$ cat config.mk
export PLATFORM = sky130hd
export DESIGN_NAME = uart_rx_frame_detect_autobaud
export DESIGN_NICKNAME = d
export VERILOG_FILES = /design/src/rtl/uart_rx_frame_detect_autobaud.v
export VERILOG_INCLUDE_DIRS = /design/src /design/src/rtl
export SDC_FILE = /design/constraint.sdc
export NUM_CORES = 1
export LEC_CHECK = 0
export ABC_CLOCK_PERIOD_IN_PS = 4930
export BUFFER_PORTS_ARGS = -buffer_cell sky130_fd_sc_hd__buf_2
export CAP_MARGIN = 20
export CORE_MARGIN = 3
export CORE_UTILIZATION = 50
export DETAILED_ROUTE_END_ITERATION = 10
export GPL_TIMING_DRIVEN = 0
export PLACE_DENSITY = 0.68
export SLEW_MARGIN = 20
export SYNTH_ARGS = -nofsm -noshare
export SYNTH_HDL_FRONTEND = slang
export SYNTH_SLANG_ARGS = --single-unit
export TNS_END_PERCENT = 30
$ cat constraint.sdc
create_clock -name clk -period 4.93 [get_ports clk]
set_input_delay 0.986 -clock clk [delete_from_list [all_inputs] [get_ports clk]]
set_output_delay 0.986 -clock clk [all_outputs]
set_load 0.005 [all_outputs]
$ cat src/rtl/uart_rx_defs.vh
`ifndef UART_RX_DEFS_VH
`define UART_RX_DEFS_VH

// ----------------------------------------
// receiver mode field encodings
// ----------------------------------------
`define MODE_NORMAL     2'h0
`define MODE_DOUBLE     2'h1
`define MODE_GEN_AUTO   2'h2
`define MODE_LIN_AUTO   2'h3

// ----------------------------------------
// frame shape and timing
// ----------------------------------------
`define DATA_BITS       4'h8
`define DEF_BAUD_DIV    16'h00d9
`define SYNC_BYTE       8'h55
`define LIN_DIV_MIN     16'h0019
`define LIN_DIV_MAX     16'h0a2c

`endif

$ cat src/rtl/uart_rx_frame_detect_autobaud.v
// Function
// - frame start detect wakes from standby
// - data read clears receive complete flag
// - flag clear in active arms detector
// - detector start restarts current frame reception
// - start flag zero, no event in active
// - no frame while detector is re-enabled
// - autobaud modes flag bad sync field
// - bad sync halts receiver until re-enable
// - tx output direction drives high despite open drain
`timescale 1ns/1ps
`include "uart_rx_defs.vh"

module uart_rx_frame_detect_autobaud #(
	parameter DIV_W = 16
) (
	input  wire             clk,
	input  wire             rst_b,
	input  wire             rxd,
	input  wire             receiver_enable_bit,
	input  wire [1:0]       receiver_mode_field,
	input  wire             frame_start_detect_enable,
	input  wire             standby_mode,
	input  wire [DIV_W-1:0] baud_div,
	input  wire             data_read,
	input  wire             flag_clear,
	input  wire             sync_flag_clear,
	input  wire             tx_data,
	input  wire             tx_dir_out,
	input  wire             open_drain_mode,
	output reg  [7:0]       receive_data_regs,
	output reg              receive_complete_flag,
	output wire             receive_start_flag,
	output reg              bad_sync_field_flag,
	output wire             wake_request,
	output wire             rx_busy,
	output wire             txd_out,
	output wire             txd_oe
);

// ----------------------------------------
// state codes
// ----------------------------------------
localparam ST_IDLE  = 3'h0;
localparam ST_START = 3'h1;
localparam ST_DATA  = 3'h2;
localparam ST_STOP  = 3'h3;
localparam ST_SYNC  = 3'h4;
localparam ST_HALT  = 3'h5;

reg  [2:0]       state_reg;
reg  [DIV_W-1:0] cnt_reg;
reg  [DIV_W-1:0] div_reg;
reg  [3:0]       bit_reg;
reg  [7:0]       shift_reg;
reg              rxd_q_reg;
reg              armed_reg;
reg              rxs_reg;
reg              autobaud_done_reg;
reg  [DIV_W-1:0] sync_cnt_reg;
reg  [2:0]       edge_cnt_reg;

// ----------------------------------------
// line decode
// ----------------------------------------
// both auto-baud modes share the sync measurement; only the lin mode
// adds the bit time window, so the generic mode accepts any rate that gives a nonzero divisor before the sync counter saturates
wire autobaud   = (receiver_mode_field == `MODE_GEN_AUTO) ||
                  (receiver_mode_field == `MODE_LIN_AUTO);
// falling edge against the registered level; the register idles high
// after reset so no false edge follows it
wire fall       = rxd_q_reg & ~rxd;
wire half_tick  = (cnt_reg == {1'b0, div_reg[DIV_W-1:1]});
wire full_tick  = (cnt_reg == div_reg);
// detector restart only fires outside idle; in idle a fall starts normally
wire sfd_hit    = frame_start_detect_enable & armed_reg & fall &
                  (state_reg != ST_IDLE) & (state_reg != ST_HALT);
wire sync_bad;
wire [DIV_W-1:0] sync_div = sync_cnt_reg >> 3;

// ----------------------------------------
// tx pad: direction output drives both levels
// ----------------------------------------
// open drain only truly holds when software leaves direction as input
assign txd_out = tx_data;
assign txd_oe  = tx_dir_out | (open_drain_mode & ~tx_data);

// start flag reads zero outside standby
assign receive_start_flag = rxs_reg & standby_mode;
assign wake_request       = rxs_reg & standby_mode;
assign rx_busy            = (state_reg != ST_IDLE) && (state_reg != ST_HALT);

// lin mode also bounds the measured bit time
assign sync_bad = (sync_div == {DIV_W{1'b0}}) ||
                  ((receiver_mode_field == `MODE_LIN_AUTO) &&
                   ((sync_div < `LIN_DIV_MIN) || (sync_div > `LIN_DIV_MAX)));

// ----------------------------------------
// receive state machine
// ----------------------------------------
always @(posedge clk or negedge rst_b) begin
	if (!rst_b) begin
		state_reg             <= ST_IDLE;
		cnt_reg               <= {DIV_W{1'b0}};
		div_reg               <= `DEF_BAUD_DIV;
		bit_reg               <= 4'h0;
		shift_reg             <= 8'h00;
		rxd_q_reg             <= 1'b1;
		armed_reg             <= 1'b0;
		rxs_reg               <= 1'b0;
		autobaud_done_reg     <= 1'b0;
		sync_cnt_reg          <= {DIV_W{1'b0}};
		edge_cnt_reg          <= 3'h0;
		receive_data_regs     <= 8'h00;
		receive_complete_flag <= 1'b0;
		bad_sync_field_flag   <= 1'b0;
	end else begin
		rxd_q_reg <= rxd;
		// sticky flag: set wins over clear
		if (sync_flag_clear)
			bad_sync_field_flag <= 1'b0;
		// flag clear by read or write; arming only in active mode
		if (data_read | flag_clear) begin
			receive_complete_flag <= 1'b0;
			if (!standby_mode)
				armed_reg <= 1'b1;
		end
		// detect enable low disarms; re-enabling mid frame does not re-arm, but in
		// standby the start flag sets on the next data edge, hence the quiet line rule
		if (!frame_start_detect_enable)
			armed_reg <= 1'b0;
		// start event only latched in standby, dropped on leaving
		if (!standby_mode)
			rxs_reg <= 1'b0;
		else if (frame_start_detect_enable && fall && receiver_enable_bit)
			rxs_reg <= 1'b1;
		if (!receiver_enable_bit) begin
			state_reg         <= ST_IDLE;
			autobaud_done_reg <= 1'b0;
			edge_cnt_reg      <= 3'h0;
			cnt_reg           <= {DIV_W{1'b0}};
		end else if (sfd_hit) begin
			// restart current frame from its start bit
			state_reg <= ST_START;
			cnt_reg   <= {DIV_W{1'b0}};
			bit_reg   <= 4'h0;
			armed_reg <= 1'b0;
		end else begin
			case (state_reg)
			ST_IDLE: begin
				if (fall) begin
					cnt_reg   <= {DIV_W{1'b0}};
					bit_reg   <= 4'h0;
					armed_reg <= 1'b0;
					if (autobaud && !autobaud_done_reg) begin
						state_reg    <= ST_SYNC;
						sync_cnt_reg <= {DIV_W{1'b0}};
						edge_cnt_reg <= 3'h0;
					end else begin
						div_reg   <= autobaud ? div_reg : baud_div;
						state_reg <= ST_START;
					end
				end
			end
			ST_SYNC: begin
				// measure eight bit times across the sync byte falling edges
				sync_cnt_reg <= sync_cnt_reg + {{(DIV_W-1){1'b0}}, 1'b1};
				if (fall) begin
					edge_cnt_reg <= edge_cnt_reg + 3'h1;
					if (edge_cnt_reg == 3'h3) begin
						if (sync_bad) begin
							bad_sync_field_flag <= 1'b1;
							state_reg           <= ST_HALT;
						end else begin
							div_reg           <= sync_div;
							autobaud_done_reg <= 1'b1;
							state_reg         <= ST_IDLE;
						end
					end
				end else if (&sync_cnt_reg) begin
					bad_sync_field_flag <= 1'b1;
					state_reg           <= ST_HALT;
				end
			end
			ST_START: begin
				cnt_reg <= cnt_reg + {{(DIV_W-1){1'b0}}, 1'b1};
				if (half_tick) begin
					cnt_reg   <= {DIV_W{1'b0}};
					state_reg <= rxd ? ST_IDLE : ST_DATA;
				end
			end
			ST_DATA: begin
				cnt_reg <= cnt_reg + {{(DIV_W-1){1'b0}}, 1'b1};
				if (full_tick) begin
					cnt_reg   <= {DIV_W{1'b0}};
					shift_reg <= {rxd, shift_reg[7:1]};
					bit_reg   <= bit_reg + 4'h1;
					if (bit_reg == `DATA_BITS - 4'h1)
						state_reg <= ST_STOP;
				end
			end
			ST_STOP: begin
				cnt_reg <= cnt_reg + {{(DIV_W-1){1'b0}}, 1'b1};
				if (full_tick) begin
					receive_data_regs     <= shift_reg;
					receive_complete_flag <= 1'b1;
					state_reg             <= ST_IDLE;
				end
			end
			ST_HALT: begin
				// stays here until receiver enable drops; flag clear alone is not enough
				state_reg <= ST_HALT;
			end
			default: state_reg <= ST_IDLE;
			endcase
		end
	end
end

endmodule // uart_rx_frame_detect_autobaud

==> results of run 1 <==
## routing by layer
layer  GRT usage  vias up  routed length, um  share of wire
met3      0.0318       13                380          0.037
met5           0        -                  0              0
met1       0.306     1727               5050           0.49
met2       0.324       63               4670           0.46
met4      0.0616        0                148          0.014
li1            -     1728                  -              -
## power by group through the flow
stage,Sequential (uW),Clock [uW],Combinational (uW)
3_5_place_dp,889,0,679
2_1_floorplan,858,0,523
6_report,873,510,681
4_1_cts,875,514,686
3_3_place_gp,884,0,659
5_1_grt,891,547,757
## logic make-up after synthesis
group | Yosys count | share of synthesized area
and+or+nand+nor | 159 | 0.184
DFF | 80 | 0.431
AOI/OAI and AO/OA | 72 | 0.104
xor gates and xnor gates | 52 | 0.0994
muxes | 49 | 0.124
buffers and inverters | 38 | 0.0438
adders and majority gates | 5 | 0.0134
## worst register-to-register path, delay by kind of cell, from the launching register on
kind	cells	cell delay, ns
compound gates	2	0.56
xor+xnor	1	0.18
buf+inv	1	0.31
flops	1	0.45
simple gates	3	1.12
## Yosys cell counts (2+ instances only)
cell type	count	area [sq um]
or2_2	2	12.5
a22o_1	3	26.3
a21oi_1	14	70.1
mux2i_1	5	50.1
mux2_2	34	383
nand4_1	17	106
inv_1	12	45.0
dfrtp_1	74	1850
nor2b_1	6	37.5
o21ai_0	13	65.1
dfstp_2	6	158
nor2_1	41	154
nand2_1	40	150
nand2b_1	3	18.8
and3_1	8	50.1
or3_1	2	12.5
xor2_1	34	298
o2111ai_1	4	35.0
ha_1	5	62.6
a31oi_1	4	25.0
o21ai_1	2	10.0
clkbuf_1	9	33.8
o22ai_1	2	12.5
buf_6	3	33.8
nor4_2	2	25.0
nand3_1	14	70.1
mux2_4	8	120
nor4_4	4	85.1
xnor2_1	17	149
buf_4	6	45.0
a22oi_1	2	15.0
nor4_1	3	18.8
mux2_1	2	22.5
o211ai_1	7	52.6
buf_2	5	25.0
nor3_1	10	50.1
o21a_1	7	52.6
## layout make-up
type	instances	area share
clock inverters	7	0.0148
inverters	13	0.00930
clock buffers	9	0.0236
multi-input cells	337	0.466
repair buffers	45	0.0477
well taps	108	0.0258
flip-flops and latches	80	0.383
plain buffers	25	0.0296
## worst max-delay path by stage
stage,slack (ns),end,startpoint
after CTS,2.17,sync_cnt_reg[6]$_DFFE_PN0P_,rxd
after detailed placement,1.79,sync_cnt_reg[6]$_DFFE_PN0P_,rxd
after global placement,1.84,sync_cnt_reg[14]$_DFFE_PN0P_,rxd
after floorplan,2.33,div_reg[10]$_DFFE_PN0P_,rxd
after global routing,1.95,sync_cnt_reg[6]$_DFFE_PN0P_,rxd
final,2.16,sync_cnt_reg[6]$_DFFE_PN0P_,rxd
## metrics by stage
step	total power, uW	util	hold slack, ns
global placement	1540	0.564	0.464
finish	2060	0.590	0.485
CTS	2070	0.590	0.490
floorplan	1380	-	0.456
global route	2190	0.590	0.522
detailed placement	1570	0.567	0.470
==> out/metrics.cfg, run 1 <==
[status]
status = complete, no violations

[clock_network]
post_cts_resized = 0
htree_levels = 3
root_buffer = clkbuf_8
cts_tree = built
cts_buffers = 9
cts_sinks = 80
clockBufferDepth = 2
post_cts_buffers = 0
clkTransAtPathRegs_ns = 0.09
holdBufCountCts = 0
clk_latency_ns = 0.36

[power]
vdd_drop_max_mv = 0.177
pwr-share-clk = 0.247
switchingPower_uw = 771
p_sw_frac = 0.373
p_comb_frac = 0.330
total_leakage_power_uw = 0.00241
intPower_uw = 1290
p_seq_frac = 0.423
power_density_nw_per_um2 = 394

[detailed_routing]
firstDrtPassIters = 4
dr_total_vias = 3531
drc = 0
dr.first_iter.drc_count = 102
wire_per_inst_um = 16.4
routed_wl_um = 10200
via_per_inst = 5.66
ant_nets = 0

[worst_setup_path]
rr_worst_depth = 7
crit_type = in -> reg
cp.arrival_ns = 2.99
cp_slowest_cell = a21oi_1
crit_family = compound AO/OA/AOI/OAI gates
path_common_cell = clkbuf_1
r2r_start = cnt_reg[7]$_DFFE_PN0P_
required_ns = 5.15
path_max_fanout = 10
endpoint_kind = flip-flop
reg2reg_to = cnt_reg[14]$_DFFE_PN0P_
worstSetupStartpointType = primary input
cp_cell_sequence = buf_2 -> nor2b_1 -> clkbuf_1 -> a22oi_1 -> or2_2 -> clkbuf_1 -> a21oi_1 -> nor2_1
reg2reg_slack_ns = 2.18
critPathBufInv = 3
worst_path_largest_cell_delay_ns = 0.67
cp.depth = 8

[worst_hold_path]
min_to = receive_complete_flag$_DFF_PN0_
holdPathStages = 1
hold_path.class = reg -> reg
holdCritStartpoint = receive_complete_flag$_DFF_PN0_

[die]
core_sq_um = 8890
rows = 34
fp.dieW_um = 103
die_h_um = 103
die-area_sq_um = 10500
io_pins = 45
start_util = 0.524

[timing]
worst_slack_ns = 2.16
rsz0062_at_grt = false
worstMarginPinSlew_ns = 0.914
finalCritPeriodShare = 0.561
final-max-slew-violation-count = 0
slew_headroom = 0.386
tns_ns = 0
setup_viol = 0
max_freq_mhz = 361
finalHoldViolCount = 0
fin_crit_ns = 2.77
fin_skew_ns = 0.00711

[finish]
final_area_sq_um = 5250
multi_input_area_sq_um = 2440
nets = 546
layout.cells.most_common = dfrtp_1
diodes = 0
stdcell_count = 624
layout_common_cells = dfrtp_1 (74), buf_2 (48), nor2_1 (41)
seq_area_sq_um = 2010
fillers = 786
area.growth.synth_to_final_pct = 12.6
drive_gt1_frac = 0.267

[global_routing]
track_usage = 0.210
grt_overflow = 0
grt_pass1_wl_um = 17400
antenna_found_initial = 0
grt_pass1_vias = 3514
grt_max_degree = 53

[yosys]
syn_area_sq_um = 4660
synth_cell_types = 62
ys_ff_latch = 80
synth-async-reset-ratio = 1.00
synthesis.nets = 490
ys_seq_area_frac = 0.431
yosys_warnings = 0
synth_edf_count = 0
avgSynthCellArea_sq_um = 10.2
synth_flop_cell = dfrtp_1
synthCells = 455

[place]
portBuffers = 44
gp_congestion = 0.890
place_inst = 608
dpl.hpwl_um = 7570
post-place-ws_ns = 1.79
post_dp_cell_area_sq_um = 5040

[flow_run]
drv_cap = 0

Note: power is estimated with default switching activity, not from simulation.
==> run 2, diff against run 1 <==
ABC_AREA = 1   (was not set)
ABC_CLOCK_PERIOD_IN_PS = 2600   (was 4930)
clock period = 2.6 ns   (was 4.93 ns; I/O delays follow)
==> out/metrics.cfg, run 2 <==
[status]
status = complete, no violations

[timing]
holdWs_ns = 0.127
setup_viol = 0
fin_crit_ns = 2.07
rsz0062_at_grt = false
slew_headroom = 0.658
finalCritPeriodShare = 0.795
max_freq_mhz = 484
worst_slack_ns = 0.532
worstMarginPinSlew_ns = 0.513
finalHoldViolCount = 0
tns_ns = 0
final-max-slew-violation-count = 0
fin_skew_ns = 0.0127

[die]
io_pins = 45
fp.dieW_um = 104
die_h_um = 104
core_sq_um = 9330
die-area_sq_um = 10900
rows = 35
start_util = 0.520

[power]
vdd_drop_max_mv = 0.425
finalPower_uw = 4120
total_leakage_power_uw = 0.00275
power_density_nw_per_um2 = 755

[detailed_routing]
via_per_inst = 5.05
drc = 0
dr_total_vias = 4362
firstDrtPassIters = 4
wire_per_inst_um = 13.3
routed_wl_um = 11500
ant_nets = 0
dr.first_iter.drc_count = 195

[worst_setup_path]
endpoint_kind = flip-flop
crit_type = reg -> reg
path_max_fanout = 10
cp.arrival_ns = 2.31
worstSetupStartpointType = flip-flop
required_ns = 2.85

[yosys]
syn_area_sq_um = 4850
avgSynthCellArea_sq_um = 7.20
synth_flop_cell = dfrtp_1
synth_top_cell_area_share = 0.382
synthCells = 673
synth_edf_count = 0
ys_seq_area_frac = 0.415
synthesis.nets = 708
synth.largest_area_cell = dfrtp_1
ys_ff_latch = 80
synth_cell_types = 38
yosysMostFrequentCell = nand2_1
synth-async-reset-ratio = 1.00
yosys-top-cells-area = dfrtp_1 (38%), nand2_1 (16%), nor2_1 (6.2%)
synth_commonest_cells = nand2_1 (205), nor2_1 (80), inv_1 (77)
yosys_warnings = 0

[flow_run]
drv_cap = 0

[clock_network]
post_cts_buffers = 0
holdBufCountCts = 0
clockBufferDepth = 2
root_buffer = clkbuf_8
clkTransAtPathRegs_ns = 0.10
cts_buffers = 9
htree_levels = 3
post_cts_resized = 0
clk_latency_ns = 0.36
cts_sinks = 80
cts_tree = built

[place]
portBuffers = 44
dpl.hpwl_um = 8740
gp_congestion = 0.892
post-place-ws_ns = 0.366

[worst_hold_path]
hold_path.class = in -> async

[global_routing]
grt_pass1_vias = 4226
grt_overflow = 0
grt_pass1_wl_um = 19800
grt_max_degree = 43
track_usage = 0.219
antenna_found_initial = 0

[finish]
nets = 764
layout_common_cells = nand2_1 (205), nor2_1 (80), inv_1 (77)
layout.cells.most_common = nand2_1
area.growth.synth_to_final_pct = 12.7
drive_gt1_frac = 0.162
diodes = 0

-- run 2: worst paths after layout --
| kind | to | depth (start not counted) | slack (ns) | from |
|---|---|---|---|---|
| worst min-delay path | receive_data_regs[1]$_DFFE_PN0P_ | 1 | 0.13 | rst_b |
| worst max-delay path | cnt_reg[7]$_DFFE_PN0P_ | 10 | 0.53 | rxd_q_reg$_DFF_PN1_ |
| max in group asynchronous | div_reg[6]$_DFFE_PN1P_ | 2 | 1.80 | rst_b |
| worst min register to register | receive_complete_flag$_DFF_PN0_ | 2 | 0.48 | receive_complete_flag$_DFF_PN0_ |
| min in group clk | rxd_q_reg$_DFF_PN1_ | 1 | 0.29 | rxd |
| worst max register to register | cnt_reg[7]$_DFFE_PN0P_ | 10 | 0.53 | rxd_q_reg$_DFF_PN1_ |
-- run 2: cells by family after synthesis --
logic type,count (synthesis),share of synthesized area
and+or+nand+nor,360,0.327
DFF,80,0.415
xor gates and xnor gates,27,0.0488
AOI/OAI and AO/OA,96,0.107
adders and majority gates,5,0.0129
buffers and inverters,105,0.0891
-- run 2: area by class of cell --
class / count / area [sq um]
plain buffers: 15 / 91.3
clock buffers: 10 / 138
clock inverters: 6 / 73.8
fillers: 894 / 3870
inverters: 90 / 340
multi-input cells: 488 / 2400
flip-flops and latches: 80 / 2010
well taps: 129 / 161
repair buffers: 45 / 243
-- run 2: metrics by stage --
stage / cells / area (sq um) / utilization
detailed placement: 847 / 5250 / 0.563
global placement: 846 / 5230 / 0.560
global route: 863 / 5460 / 0.586
finish: 863 / 5460 / 0.586
floorplan: 673 / 4850 / -
CTS: 863 / 5460 / 0.586
-- run 2: per-layer routing --
metal / routed length [um] / up-vias / GRT usage / share of wire
met2: 5500 / 96 / 0.357 / 0.48
met1: 5430 / 2019 / 0.307 / 0.47
met3: 477 / 13 / 0.0360 / 0.041
li1: - / 2234 / - / -
met5: 0 / - / 0 / 0
met4: 115 / 0 / 0.0503 / 0.010
-- run 2: critical path: stages, from the launching register on --
cell and delay (ns):
dfstp_2 0.53, nand2_2 0.12, inv_1 0.18, nand3_2 0.16
nor2_8 0.19, nor2_8 0.07, nand3_1 0.09, inv_1 0.12
a21oi_1 0.23, buf_4 0.21, nor2_1 0.06
-- run 2: where the power goes --
part / total [uW] / leakage [uW] / internal, uW / switching (uW)
clock: 988 / 0.000108 / 484 / 504
combinational: 1460 / 0.00158 / 507 / 954
sequential: 1670 / 0.00106 / 1470 / 200
total: 4120 / 0.00275 / 2460 / 1660
